[src/include/dual_buck_map.svh]
// Offsets, field positions, reset values and timing counts of the sequencer.
// Assumes a 20 MHz system clock and a 32-bit AHB-Lite register bus.
`ifndef DUAL_BUCK_MAP_SVH
`define DUAL_BUCK_MAP_SVH
`define CLK_HZ 20000000
`define SS_TIME_NS 800000
`define SS_CYCLES (`SS_TIME_NS / 50)
`define UV_TIME_NS 250000
`define UV_CYCLES (`UV_TIME_NS / 50)
`define BLANK_TIME_NS 1100000
`define BLANK_CYCLES (`BLANK_TIME_NS / 50)
`define CP_HZ 256000
`define CP_HALF_CYCLES (`CLK_HZ / (2 * `CP_HZ))
`define PG_DELAY_DEF 1000
`define REF_STEPS 255
`define ADDR_CTRL 8'h00
`define ADDR_STATUS 8'h04
`define ADDR_REFS 8'h08
`define CTRL_ALWAYS_ON_BIT 0
`define CTRL_RESET_VAL 32'h0000_0000
`endif

[src/include/dual_buck_pkg.sv]
// Types shared by the sequencer design.
// Assumes the map header supplies all numeric constants.
package dual_buck_pkg;
  typedef enum logic [4:0] {
    CH_OFF = 5'b00001,
    CH_SOFT = 5'b00010,
    CH_RUN = 5'b00100,
    CH_OVP = 5'b01000,
    CH_UVP = 5'b10000
  } chan_state_e;
  typedef struct packed {
    logic fbAbove90;
    logic fbAbove115;
    logic fbBelow60;
    logic fbBelowUv;
    logic fbAtZero;
    logic ocTrip;
    logic negLimit;
    logic onTimeDone;
  } chan_cmp_s;
  typedef struct packed {
    logic highSide;
    logic lowSide;
    logic discharge;
  } gate_s;
endpackage : dual_buck_pkg

[src/hw/dual_buck_seq.sv]
// Sequencing and protection supervisor for two buck channels and two regulators.
// Assumes comparator results arrive asynchronously and an AHB-Lite master on clk.
`timescale 1ns/1ps
`include "dual_buck_map.svh"
module dual_buck_seq
  import dual_buck_pkg::*;
#(
  parameter int unsigned PG_DELAY = `PG_DELAY_DEF,
  parameter int unsigned SS_CYC = `SS_CYCLES,
  parameter int unsigned BLANK_CYC = `BLANK_CYCLES,
  parameter int unsigned UV_CYC = `UV_CYCLES
) (
  input wire logic clk,
  input wire logic rst,
  input wire logic enable_ch5v,
  input wire logic enable_ch3v,
  input wire chan_cmp_s cmp5,
  input wire chan_cmp_s cmp3,
  input wire logic supplyOk,
  input wire logic ldo5vOk,
  input wire logic ldo3v3Ok,
  input wire logic ldo3v3Above2v4,
  input wire logic out5vAboveLdoMinus1,
  input wire logic overTemp,
  input wire logic hsel,
  input wire logic [7:0] haddr,
  input wire logic [1:0] htrans,
  input wire logic hwrite,
  input wire logic [2:0] hsize,
  input wire logic [31:0] hwdata,
  input wire logic hready,
  output logic [31:0] hrdata,
  output logic hreadyout,
  output logic hresp,
  output gate_s gate5,
  output gate_s gate3,
  output logic [7:0] ref5,
  output logic [7:0] ref3,
  output logic power_good_out_oe_n,
  output logic charge_pump_clock,
  output logic ldo5vOn,
  output logic ldo3v3On,
  output logic switchover,
  output logic ldo3v3FromOut5v
);

  // Two-stage synchronisers for every enable, comparator and status level
  localparam int NSYNC = 24;
  logic [NSYNC-1:0] rawIn;
  logic [NSYNC-1:0] sync1_ff;
  logic [NSYNC-1:0] sync2_ff;
  assign rawIn = {enable_ch5v, enable_ch3v, cmp5, cmp3, supplyOk, ldo5vOk, ldo3v3Ok,
    ldo3v3Above2v4, out5vAboveLdoMinus1, overTemp};
  always_ff @(posedge clk or posedge rst) begin
    if (rst) begin
      sync1_ff <= '0;
      sync2_ff <= '0;
    end else begin
      sync1_ff <= rawIn;
      sync2_ff <= sync1_ff;
    end
  end
  logic [1:0] en;
  chan_cmp_s c [2];
  logic supOk, l5Ok, l3Ok, l3Above, o5Above, hot;
  assign en = {sync2_ff[22], sync2_ff[23]}; // Bit 0 is the 5 V channel, like c[0]
  assign c[0] = sync2_ff[21:14];
  assign c[1] = sync2_ff[13:6];
  assign {supOk, l5Ok, l3Ok, l3Above, o5Above, hot} = sync2_ff[5:0];

  // Register bus state: control word and captured address phase
  logic [31:0] ctrl_ff, nxt_ctrl;
  logic wrPend_ff, nxt_wrPend;
  logic [7:0] addr_ff, nxt_addr;
  logic [31:0] rdata_ff, nxt_rdata;
  logic alwaysOn;
  logic [31:0] statusWord;
  assign alwaysOn = ctrl_ff[`CTRL_ALWAYS_ON_BIT];

  // Global shutdown: lockout and over-temperature act without latching
  logic lockout;
  logic anyUvp;
  assign lockout = !supOk || !l5Ok || !l3Ok || hot;

  // Per-channel state machines
  chan_state_e st_ff [2];
  chan_state_e nxt_st [2];
  logic [15:0] ssCnt_ff [2];
  logic [15:0] nxt_ssCnt [2];
  logic [15:0] blankCnt_ff [2];
  logic [15:0] nxt_blankCnt [2];
  logic [12:0] uvCnt_ff [2];
  logic [12:0] nxt_uvCnt [2];
  logic [1:0] enPrev_ff, nxt_enPrev;
  logic [1:0] ovpPulse_ff, nxt_ovpPulse;
  logic [1:0] ovpLatched_ff, nxt_ovpLatched;
  logic [7:0] ref_ff [2];
  logic [7:0] nxt_ref [2];
  gate_s gate_ff [2];
  gate_s nxt_gate [2];
  logic [1:0] uvHit;
  assign anyUvp = (st_ff[0] == CH_UVP) || (st_ff[1] == CH_UVP);
  assign nxt_enPrev = en;

  genvar gi;
  generate
    for (gi = 0; gi < 2; gi++) begin : g_ch
      assign uvHit[gi] = (uvCnt_ff[gi] >= 13'(UV_CYC - 1)) && c[gi].fbBelowUv;
      always_comb begin
        nxt_st[gi] = st_ff[gi];
        nxt_ssCnt[gi] = ssCnt_ff[gi];
        nxt_blankCnt[gi] = blankCnt_ff[gi];
        nxt_uvCnt[gi] = '0;
        nxt_ovpPulse[gi] = 1'b0;
        nxt_ovpLatched[gi] = ovpLatched_ff[gi];
        nxt_ref[gi] = ref_ff[gi];
        nxt_gate[gi] = '0;
        unique case (st_ff[gi])
          CH_OFF: begin
            nxt_ref[gi] = '0;
            nxt_gate[gi].discharge = 1'b1;
            nxt_ssCnt[gi] = '0;
            nxt_blankCnt[gi] = '0;
            nxt_ovpLatched[gi] = 1'b0;
            if (en[gi] && l5Ok && !lockout && !anyUvp) begin
              nxt_st[gi] = CH_SOFT;
              nxt_gate[gi].discharge = 1'b0;
            end
          end
          CH_SOFT, CH_RUN: begin
            // Reference ramps linearly; the whole count is scaled by REF_STEPS over SS_CYC
            if (ssCnt_ff[gi] < 16'(SS_CYC - 1)) begin
              nxt_ssCnt[gi] = ssCnt_ff[gi] + 16'h0001;
            end
            nxt_ref[gi] = 8'((32'(ssCnt_ff[gi]) * `REF_STEPS) / SS_CYC);
            if (ssCnt_ff[gi] >= 16'(SS_CYC - 1)) begin
              nxt_ref[gi] = 8'hff;
              nxt_st[gi] = CH_RUN;
            end
            if (blankCnt_ff[gi] < 16'(BLANK_CYC)) begin
              nxt_blankCnt[gi] = blankCnt_ff[gi] + 16'h0001;
            end
            if (c[gi].fbBelowUv && blankCnt_ff[gi] >= 16'(BLANK_CYC)) begin
              nxt_uvCnt[gi] = uvCnt_ff[gi] + 13'h0001;
            end
            // Valley limit: hold the high side off and the low side on while the trip holds
            nxt_gate[gi].highSide = !c[gi].ocTrip;
            nxt_gate[gi].lowSide = c[gi].ocTrip;
            if (!en[gi] || lockout) begin
              nxt_st[gi] = CH_OFF;
            end else if (anyUvp) begin
              nxt_st[gi] = CH_UVP;
            end else if (uvHit[gi] && blankCnt_ff[gi] >= 16'(BLANK_CYC)) begin
              nxt_st[gi] = CH_UVP;
            end else if (c[gi].fbAbove115) begin
              nxt_st[gi] = CH_OVP;
            end
          end
          CH_OVP: begin
            nxt_ref[gi] = '0;
            nxt_gate[gi].lowSide = 1'b1;
            if (c[gi].fbAtZero || ovpLatched_ff[gi]) begin
              nxt_ovpLatched[gi] = 1'b1;
            end else if (ovpPulse_ff[gi] || (c[gi].negLimit && !gate_ff[gi].highSide)) begin
              // One on-time pulse, then back to the low side
              nxt_gate[gi].highSide = !c[gi].onTimeDone;
              nxt_gate[gi].lowSide = c[gi].onTimeDone;
              nxt_ovpPulse[gi] = !c[gi].onTimeDone;
            end
            if (!en[gi]) begin
              nxt_st[gi] = CH_OFF;
            end
          end
          CH_UVP: begin
            nxt_ref[gi] = '0;
            nxt_gate[gi].discharge = 1'b1;
            if (!en[gi] && enPrev_ff[gi]) begin
              nxt_st[gi] = CH_OFF;
            end
          end
        endcase
        if (hot) begin
          nxt_gate[gi].highSide = 1'b0;
          nxt_gate[gi].lowSide = 1'b0;
        end
      end
      always_ff @(posedge clk or posedge rst) begin
        if (rst) begin
          st_ff[gi] <= CH_OFF;
          ssCnt_ff[gi] <= '0;
          blankCnt_ff[gi] <= '0;
          uvCnt_ff[gi] <= '0;
          ref_ff[gi] <= '0;
          gate_ff[gi] <= '0;
          ovpPulse_ff[gi] <= 1'b0;
          ovpLatched_ff[gi] <= 1'b0;
          enPrev_ff[gi] <= 1'b0;
        end else begin
          st_ff[gi] <= nxt_st[gi];
          ssCnt_ff[gi] <= nxt_ssCnt[gi];
          blankCnt_ff[gi] <= nxt_blankCnt[gi];
          uvCnt_ff[gi] <= nxt_uvCnt[gi];
          ref_ff[gi] <= nxt_ref[gi];
          gate_ff[gi] <= nxt_gate[gi];
          ovpPulse_ff[gi] <= nxt_ovpPulse[gi];
          ovpLatched_ff[gi] <= nxt_ovpLatched[gi];
          enPrev_ff[gi] <= nxt_enPrev[gi];
        end
      end
    end
  endgenerate

  // Power-good, clock, regulators and switchover
  logic [15:0] pgCnt_ff, nxt_pgCnt;
  logic pg_ff, nxt_pg;
  logic [5:0] cpCnt_ff, nxt_cpCnt;
  logic cp_ff, nxt_cp;
  logic l5_ff, nxt_l5, l3_ff, nxt_l3, sw_ff, nxt_sw;
  logic pgQual;
  assign pgQual = en[0] && en[1] && (st_ff[0] == CH_RUN) && (st_ff[1] == CH_RUN)
    && c[0].fbAbove90 && c[1].fbAbove90 && !c[0].fbAbove115 && !c[1].fbAbove115
    && !c[0].fbBelow60 && !c[1].fbBelow60;
  always_comb begin
    nxt_pgCnt = '0;
    nxt_pg = 1'b0;
    if (pgQual) begin
      nxt_pgCnt = (pgCnt_ff < 16'(PG_DELAY)) ? pgCnt_ff + 16'h0001 : pgCnt_ff;
      nxt_pg = pg_ff || (pgCnt_ff >= 16'(PG_DELAY));
    end
    // Clock divider only runs with the 5 V enable and no over-temperature; cleared low otherwise
    nxt_cpCnt = '0;
    nxt_cp = 1'b0;
    if (en[0] && !hot) begin
      nxt_cp = cp_ff;
      nxt_cpCnt = cpCnt_ff + 6'h01;
      if (cpCnt_ff >= 6'(`CP_HALF_CYCLES - 1)) begin
        nxt_cpCnt = '0;
        nxt_cp = !cp_ff;
      end
    end
    nxt_l3 = !hot;
    nxt_l5 = !hot && l3Above && (alwaysOn || en[0] || en[1]);
    nxt_sw = en[0] && (st_ff[0] == CH_RUN) && !c[0].ocTrip && o5Above && !hot;
    if (nxt_sw) begin
      nxt_l5 = 1'b0;
    end
  end
  always_ff @(posedge clk or posedge rst) begin
    if (rst) begin
      pgCnt_ff <= '0;
      pg_ff <= 1'b0;
      cpCnt_ff <= '0;
      cp_ff <= 1'b0;
      l5_ff <= 1'b0;
      l3_ff <= 1'b0;
      sw_ff <= 1'b0;
    end else begin
      pgCnt_ff <= nxt_pgCnt;
      pg_ff <= nxt_pg;
      cpCnt_ff <= nxt_cpCnt;
      cp_ff <= nxt_cp;
      l5_ff <= nxt_l5;
      l3_ff <= nxt_l3;
      sw_ff <= nxt_sw;
    end
  end

  // AHB-Lite slave: zero wait states, always OKAY
  assign statusWord = {16'h0000, 3'b000, st_ff[1], st_ff[0], pg_ff, sw_ff, cp_ff};
  always_comb begin
    nxt_ctrl = ctrl_ff;
    nxt_wrPend = 1'b0;
    nxt_addr = addr_ff;
    nxt_rdata = 32'h0000_0000;
    if (wrPend_ff && addr_ff == `ADDR_CTRL) begin
      nxt_ctrl = {31'h0, hwdata[`CTRL_ALWAYS_ON_BIT]};
    end
    if (hsel && hready && htrans[1]) begin
      nxt_addr = haddr;
      nxt_wrPend = hwrite;
      if (!hwrite) begin
        unique case (haddr)
          `ADDR_CTRL: nxt_rdata = ctrl_ff;
          `ADDR_STATUS: nxt_rdata = statusWord;
          `ADDR_REFS: nxt_rdata = {16'h0000, ref_ff[1], ref_ff[0]};
          default: nxt_rdata = 32'h0000_0000;
        endcase
      end
    end
  end
  always_ff @(posedge clk or posedge rst) begin
    if (rst) begin
      ctrl_ff <= `CTRL_RESET_VAL;
      wrPend_ff <= 1'b0;
      addr_ff <= '0;
      rdata_ff <= '0;
    end else begin
      ctrl_ff <= nxt_ctrl;
      wrPend_ff <= nxt_wrPend;
      addr_ff <= nxt_addr;
      rdata_ff <= nxt_rdata;
    end
  end

  // Outputs straight from flip-flops or constants; open-drain enable low pulls the pin
  assign hrdata = rdata_ff;
  assign hreadyout = 1'b1;
  assign hresp = 1'b0;
  assign gate5 = gate_ff[0];
  assign gate3 = gate_ff[1];
  assign ref5 = ref_ff[0];
  assign ref3 = ref_ff[1];
  assign power_good_out_oe_n = pg_ff;
  assign charge_pump_clock = cp_ff;
  assign ldo5vOn = l5_ff;
  assign ldo3v3On = l3_ff;
  assign switchover = sw_ff;
  assign ldo3v3FromOut5v = sw_ff;
endmodule : dual_buck_seq

[config.mk]
export PLATFORM = sky130hd
export DESIGN_NAME = dual_buck_seq
export DESIGN_NICKNAME = d
export VERILOG_FILES = /design/src/include/dual_buck_pkg.sv /design/src/hw/dual_buck_seq.sv
export VERILOG_INCLUDE_DIRS = /design/src /design/src/include
export SDC_FILE = /design/constraint.sdc
export NUM_CORES = 1
export LEC_CHECK = 0
export BUFFER_PORTS_ARGS = -buffer_cell sky130_fd_sc_hd__buf_2
export CAP_MARGIN = 20
export CORE_ASPECT_RATIO = 1.5
export CORE_UTILIZATION = 30
export CTS_BUF_LIST = sky130_fd_sc_hd__clkbuf_4
export DETAILED_ROUTE_END_ITERATION = 12
export GPL_ROUTABILITY_DRIVEN = 0
export HOLD_SLACK_MARGIN = 0.05
export PLACE_DENSITY_LB_ADDON = 0.15
export SLEW_MARGIN = 25
export SYNTH_ARGS = -nofsm -noshare
export SYNTH_HDL_FRONTEND = slang
export SYNTH_SLANG_ARGS = --single-unit
[constraint.sdc]
create_clock -name clk -period 14.5 [get_ports clk]
set_input_delay 2.9 -clock clk [delete_from_list [all_inputs] [get_ports clk]]
set_output_delay 2.9 -clock clk [all_outputs]
set_load 0.05 [all_outputs]
==> results_dict.tcl, run 1 <==
set metrics [dict create \
    status "finished clean" \
    numCtsBuffers 61 \
    gr-total-overflow 0 \
    wl_per_cell_um 16.2 \
    synth_top_area_share_pct 26.9 \
    antenna_found_initial 4 \
    die-area_um2 71400 \
    wl_um 55000 \
    cts_tree "built" \
    slew_viol_final 0 \
    synth_edf_count 0 \
    cp_max_fo 14 \
    hold_path_class "flip-flop to flip-flop" \
    synthArstFlopShare_pct 100 \
    rows 118 \
    hold_depth 0 \
    yosysWarningCount 0 \
    crit_path_end_kind "flip-flop" \
    clk_pin_slew_ns 0.08 \
    synth_ff_type "dfrtp_1" \
    drt_iter0_drc 731 \
    crit_path_start_kind "flip-flop" \
    r2r.worst_path.cells 37 \
    dieHeight_um 327 \
    leakagePower_uw 0.0107 \
    vdd_drop_max_mv 0.0762 \
    syn_area_per_cell_um2 8.98 \
    ys_seq_area_share_pct 27.2 \
    hold_buffers 0 \
    via_per_inst 5.10 \
    period_minus_slack_ns 13.40 \
    cp-startpoint "ssCnt_ff[4]$_DFFE_PP0P_" \
    r2r_start "ssCnt_ff[4]$_DFFE_PP0P_" \
    remaining_drc_errors 0 \
    setup-violations-final 0 \
    grt_util_all_layers_pct 15.8 \
    post-dp-hpwl_um 43600 \
    r2r_end "ref3[0]$_DFF_PP0_" \
    worstPathArrival_ns 14.02 \
    maxCapViolations 0 \
    core_um2 69200 \
    p_total_uw 2420 \
    rsz0062_at_grt "no" \
    drive_gt1_share_pct 11.4 \
    grt_max_degree 81 \
    synthCells 2348 \
    clock-root-buffer "clkbuf_4" \
    cp_slowest_stage_delay_ns 0.80 \
    final_antenna_net_count 0 \
    ys_ff_latch 229 \
    yosys-top-cells-area "dfrtp_1 27%, fa_1 13%, ha_1 7.6%, nor2_1 4.3%, inv_1 4.3%" \
    numPortBuffers 82 \
    vias 17306 \
    initial_utilization_pct 30.5 \
    grt_first_pass_wirelength_um 92300 \
    rrSetupSlack_ns 1.10 \
    netlist_area_um2 21100 \
    worst_pin_slew_ns 1.01 \
    setup_tns_ns 0 \
    power_per_cell_area_nw_per_um2 104 \
    crit_slowest_cell "a211oi_1" \
    die_x_um 219 \
    grt_pass1_vias 18157 \
    min_period_over_period_pct 92.4 \
    hold_start "sync1_ff[15]$_DFF_PP0_" \
    final_cell_mix "244 x nor2_1, 239 x inv_1, 227 x dfrtp_1" \
    fin_skew_ns 0.0971 \
    cts_buffer_depth 3 \
    cp_data_required_time_ns 15.13 \
    fin_hold_ws_ns 0.339 \
    io_pins 136 \
    relSlewSlack_pct 32.2 \
    timing.fmax_mhz 74.6 \
    synth_cell_type_count 108 \
    clock_latency_ns 0.85 \
    whs_endpoint "sync2_ff[15]$_DFF_PP0_" \
    drt_pass1_iterations 5 \
    layout_commonest_cell "nor2_1" \
    h-tree-depth 2 \
    cts.sinks 229 \
    synth_area_leader_cell "dfrtp_1" \
    fin_nets 2782 \
    hold_viol 0 \
    area.growth.synth_to_final_pct 10.0 \
    crit_type "flip-flop to flip-flop" \
]
## routing by layer
metal | vias up | track usage [%] | part of all wire [%]
li1 | 8418 | - | -
met1 | 8490 | 17.8 | 40
met2 | 300 | 29.9 | 54
met3 | 98 | 2.13 | 3.1
met4 | 0 | 5.62 | 2.9
met5 | - | 0 | 0
## cells by family (layout without fill, tap and decap cells)
family,Yosys count,count (layout),synth area share (%)
other,2,23,0.0356
xor gates and xnor gates,150,150,6.30
buffers and inverters,322,445,6.32
DFF,229,229,27.2
adders and majority gates,277,277,21.3
and+or+nand+nor,766,766,17.5
AOI/OAI and AO/OA,546,546,18.5
muxes,56,56,2.87
## per-stage QoR
| step | area, um2 | setup slack [ns] | std cells | utilization [%] |
|---|---|---|---|---|
| 3_5_place_dp | 22400 | 1.06 | 3276 | 32.3 |
| 2_1_floorplan | 21200 | 3.11 | 2364 | - |
| 6_report | 23200 | 1.10 | 3392 | 33.5 |
| 3_3_place_gp | 22400 | 1.27 | 3276 | 32.3 |
| 4_1_cts | 23100 | 0.953 | 3386 | 33.4 |
| 5_1_grt | 23200 | 0.0624 | 3391 | 33.5 |
## layout make-up
type                       instances  area, um2
fill                            7290      46000
multi-input combinational       1813      14100
sequential                       229       5730
tap                              900       1130
inverter                         240        908
clock buffer                      83        623
timing repair buffer              95        524
clock inverter                    27        134
antenna                            5       12.5
## synthesized netlist by cell type (11+ instances only)
cell,n
a211oi_1,20
a21o_1,31
a21oi_1,117
a22oi_1,18
a31oi_1,21
and2_1,19
and3_1,38
buf_2,21
buf_4,20
clkbuf_1,35
dfrtp_1,227
fa_1,140
ha_1,128
inv_1,240
mux2_2,23
mux2i_1,28
nand2_1,165
nand2b_1,12
nand3_1,93
nand4_1,33
nor2_1,244
nor2b_1,18
nor3_1,52
nor4_1,22
o211a_1,11
o211ai_1,19
o21a_1,15
o21ai_0,99
o21ai_1,15
o31ai_1,19
or3_1,19
xnor2_1,91
xor2_1,57
## worst max-delay path by stage
stage                        end  cells after the start
2_1_floorplan  ref5[0]$_DFF_PP0_                     40
3_3_place_gp   ref3[0]$_DFF_PP0_                     38
3_5_place_dp   ref3[0]$_DFF_PP0_                     38
4_1_cts        ref3[0]$_DFF_PP0_                     38
5_1_grt        ref3[0]$_DFF_PP0_                     38
6_report       ref3[0]$_DFF_PP0_                     37
## report_power, final
part / leakage (uW) / internal, uW / switching [uW]
Combinational: 0.00725 / 411 / 703
Clock: 0.000454 / 270 / 301
Sequential: 0.00303 / 681 / 53.0
## repair_timing
item,CTS,global route
hold endpoints to repair,0,0
gates resized for setup,0,3
endpoints found under the setup margin,0,2
setup buffers,0,0
## registers in the layout (all words and copies together) (netlist names), 8 cells and up
| register | count |
|---|---|
| ref5 | 8 |
| sync2_ff | 24 |
| st_ff | 10 |
| blankCnt_ff | 32 |
| addr_ff | 8 |
| sync1_ff | 24 |
| pgCnt_ff | 16 |
| ssCnt_ff | 32 |
| ref3 | 8 |
| hrdata | 16 |
| uvCnt_ff | 26 |
## worst max-delay path: cells and delay by family (launching register included)
| family | cells | cell delay [ns] |
|---|---|---|
| multiplexers | 4 | 1.55 |
| flip-flops | 1 | 0.48 |
| buffers and inverters | 4 | 0.36 |
| adder cells (fa/ha/maj) | 5 | 2.51 |
| AND/OR/NAND/NOR | 7 | 2.15 |
| AO/OA/AOI/OAI | 17 | 6.10 |
No activity file was read; power rests on OpenSTA's default activity.
==> run 2, diff against run 1 <==
--- a/config.mk
+++ b/config.mk
@@ -9,7 +9,7 @@
 export BUFFER_PORTS_ARGS = -buffer_cell sky130_fd_sc_hd__buf_2
 export CAP_MARGIN = 20
 export CORE_ASPECT_RATIO = 1.5
-export CORE_UTILIZATION = 30
+export CORE_UTILIZATION = 60
 export CTS_BUF_LIST = sky130_fd_sc_hd__clkbuf_4
 export DETAILED_ROUTE_END_ITERATION = 12
 export GPL_ROUTABILITY_DRIVEN = 0
==> results_dict.tcl, run 2 (synthesis results as in run 1) <==
set metrics [dict create \
    hold_buffers 0 \
    r2r.worst_path.cells 38 \
    place_ws_ns 1.43 \
    cp_max_fo 14 \
    numCtsBuffers 52 \
    slew_viol_final 0 \
    final_area_um2 22500 \
    post-dp-hpwl_um 36300 \
    grt_max_degree 159 \
    crit_path_end_kind "flip-flop" \
    setup-violations-final 0 \
    clock-root-buffer "clkbuf_4" \
    io_pins 136 \
    cts_buffer_depth 3 \
    worst_pin_slew_ns 0.967 \
    dieHeight_um 232 \
    drive_gt1_share_pct 10.5 \
    status "finished clean" \
    die_x_um 155 \
    layout_commonest_cell "nor2_1" \
    power_per_cell_area_nw_per_um2 103 \
    cp_data_required_time_ns 15.06 \
    grt_pass1_vias 17093 \
    final_core_util_pct 65.1 \
    period_minus_slack_ns 13.37 \
    rows 83 \
    numPortBuffers 82 \
    wl_um 46800 \
    cts_setup_buffers 0 \
    crit_path_start_kind "flip-flop" \
    final_cell_mix "243 x nor2_1, 239 x inv_1, 227 x dfrtp_1" \
    initial_utilization_pct 61.2 \
    dpl_cell_area_um2 21800 \
    crit_slowest_cell "o31ai_1" \
    remaining_drc_errors 0 \
    cts.sinks 229 \
    core_um2 34500 \
    die-area_um2 35900 \
    hold_path_class "flip-flop to flip-flop" \
    cp_slowest_stage_delay_ns 0.70 \
    reg_top3 "blankCnt_ff: 32 flops, ssCnt_ff: 32 flops, uvCnt_ff: 26 flops" \
    antenna_found_initial 1 \
    grt_first_pass_wirelength_um 79400 \
    fin_nets 2769 \
    min_period_over_period_pct 92.2 \
    via_per_inst 5.96 \
    fillers 2872 \
    cts_tree "built" \
    fin_ws_ns 1.13 \
    fin_hold_ws_ns 0.322 \
    vias 17474 \
    leakagePower_uw 0.0106 \
    final_antenna_net_count 0 \
    gr-total-overflow 0 \
    area.growth.synth_to_final_pct 6.43 \
    rsz0062_at_grt "no" \
    multi_input_area_um2 14100 \
    hold_viol 0 \
    hold_depth 0 \
    vdd_drop_max_mv 0.0841 \
    drt_pass1_iterations 5 \
    h-tree-depth 2 \
    cts-resized-gates 0 \
    crit_type "flip-flop to flip-flop" \
    grt_util_all_layers_pct 26.6 \
    relSlewSlack_pct 35.1 \
    fin_skew_ns 0.0617 \
    drt_iter0_drc 1182 \
    clock_latency_ns 0.72 \
    worstPathArrival_ns 13.93 \
    clk_pin_slew_ns 0.08 \
    setup_tns_ns 0 \
    wl_per_cell_um 16.0 \
    area.sequential_um2 5730 \
    timing.fmax_mhz 74.8 \
    maxCapViolations 0 \
]
## run 2: cell count changes in the layout (fill, tap and decap cells not counted), moves of 2 or more
cell	change
clkbuf_4	-11
xnor2_1	+2
xnor2_2	-2
clkinv_2	-7
diode_2	-4
buf_4	-2
## run 2: worst paths after layout
check,slack (ns),from,end
worst max register to register,1.13,ssCnt_ff[4]$_DFFE_PP0P_,ref3[0]$_DFF_PP0_
worst max-delay path,1.13,ssCnt_ff[4]$_DFFE_PP0P_,ref3[0]$_DFF_PP0_
worst min-delay path,0.32,sync1_ff[19]$_DFF_PP0_,sync2_ff[19]$_DFF_PP0_
min in group asynchronous,2.34,rst,sync1_ff[5]$_DFF_PP0_
worst min register to register,0.32,sync1_ff[19]$_DFF_PP0_,sync2_ff[19]$_DFF_PP0_
max in group asynchronous,10.76,rst,uvCnt_ff[11]$_DFF_PP0_
## run 2: critical path: cells and delay by family, from the launching register on
| family | cells | cell delay (ns) |
|---|---|---|
| and+or+nand+nor | 9 | 3.03 |
| DFF | 1 | 0.46 |
| AOI/OAI and AO/OA | 18 | 5.98 |
| muxes | 2 | 0.89 |
| adders and majority gates | 5 | 2.47 |
| buffers and inverters | 4 | 0.41 |
## run 2: where the power goes
group	total [uW]	switching, uW	internal [uW]
Clock	490	259	231
Combinational	1100	691	406
Sequential	731	50.8	681
Total	2320	1000	1320
## run 2: per-stage QoR
stage,total power (uW),cells
6_report,2320,2932
4_1_cts,2340,2931
3_3_place_gp,1800,2840
5_1_grt,2540,2932
2_1_floorplan,1610,2364
3_5_place_dp,1840,2840
## run 2: cell type report
class / count / share of cell area, %
inverters: 240 / 4.07
diodes: 1 / 0.0111
clock inverters: 19 / 0.385
multi-input cells: 1813 / 62.9
flip-flops and latches: 229 / 25.5
repair buffers: 91 / 2.13
well taps: 467 / 2.60
clock buffers: 72 / 2.41
## run 2: routing by layer
| layer | share of wire, % | up-vias | global-route usage, % | wire, um |
|---|---|---|---|---|
| met5 | 0 | - | 0 | 0 |
| met4 | 2.1 | 0 | 8.17 | 1000 |
| met3 | 3.9 | 71 | 3.01 | 1820 |
| met2 | 52 | 415 | 48.9 | 24400 |
| met1 | 42 | 8589 | 32.2 | 19600 |
| li1 | - | 8399 | - | - |
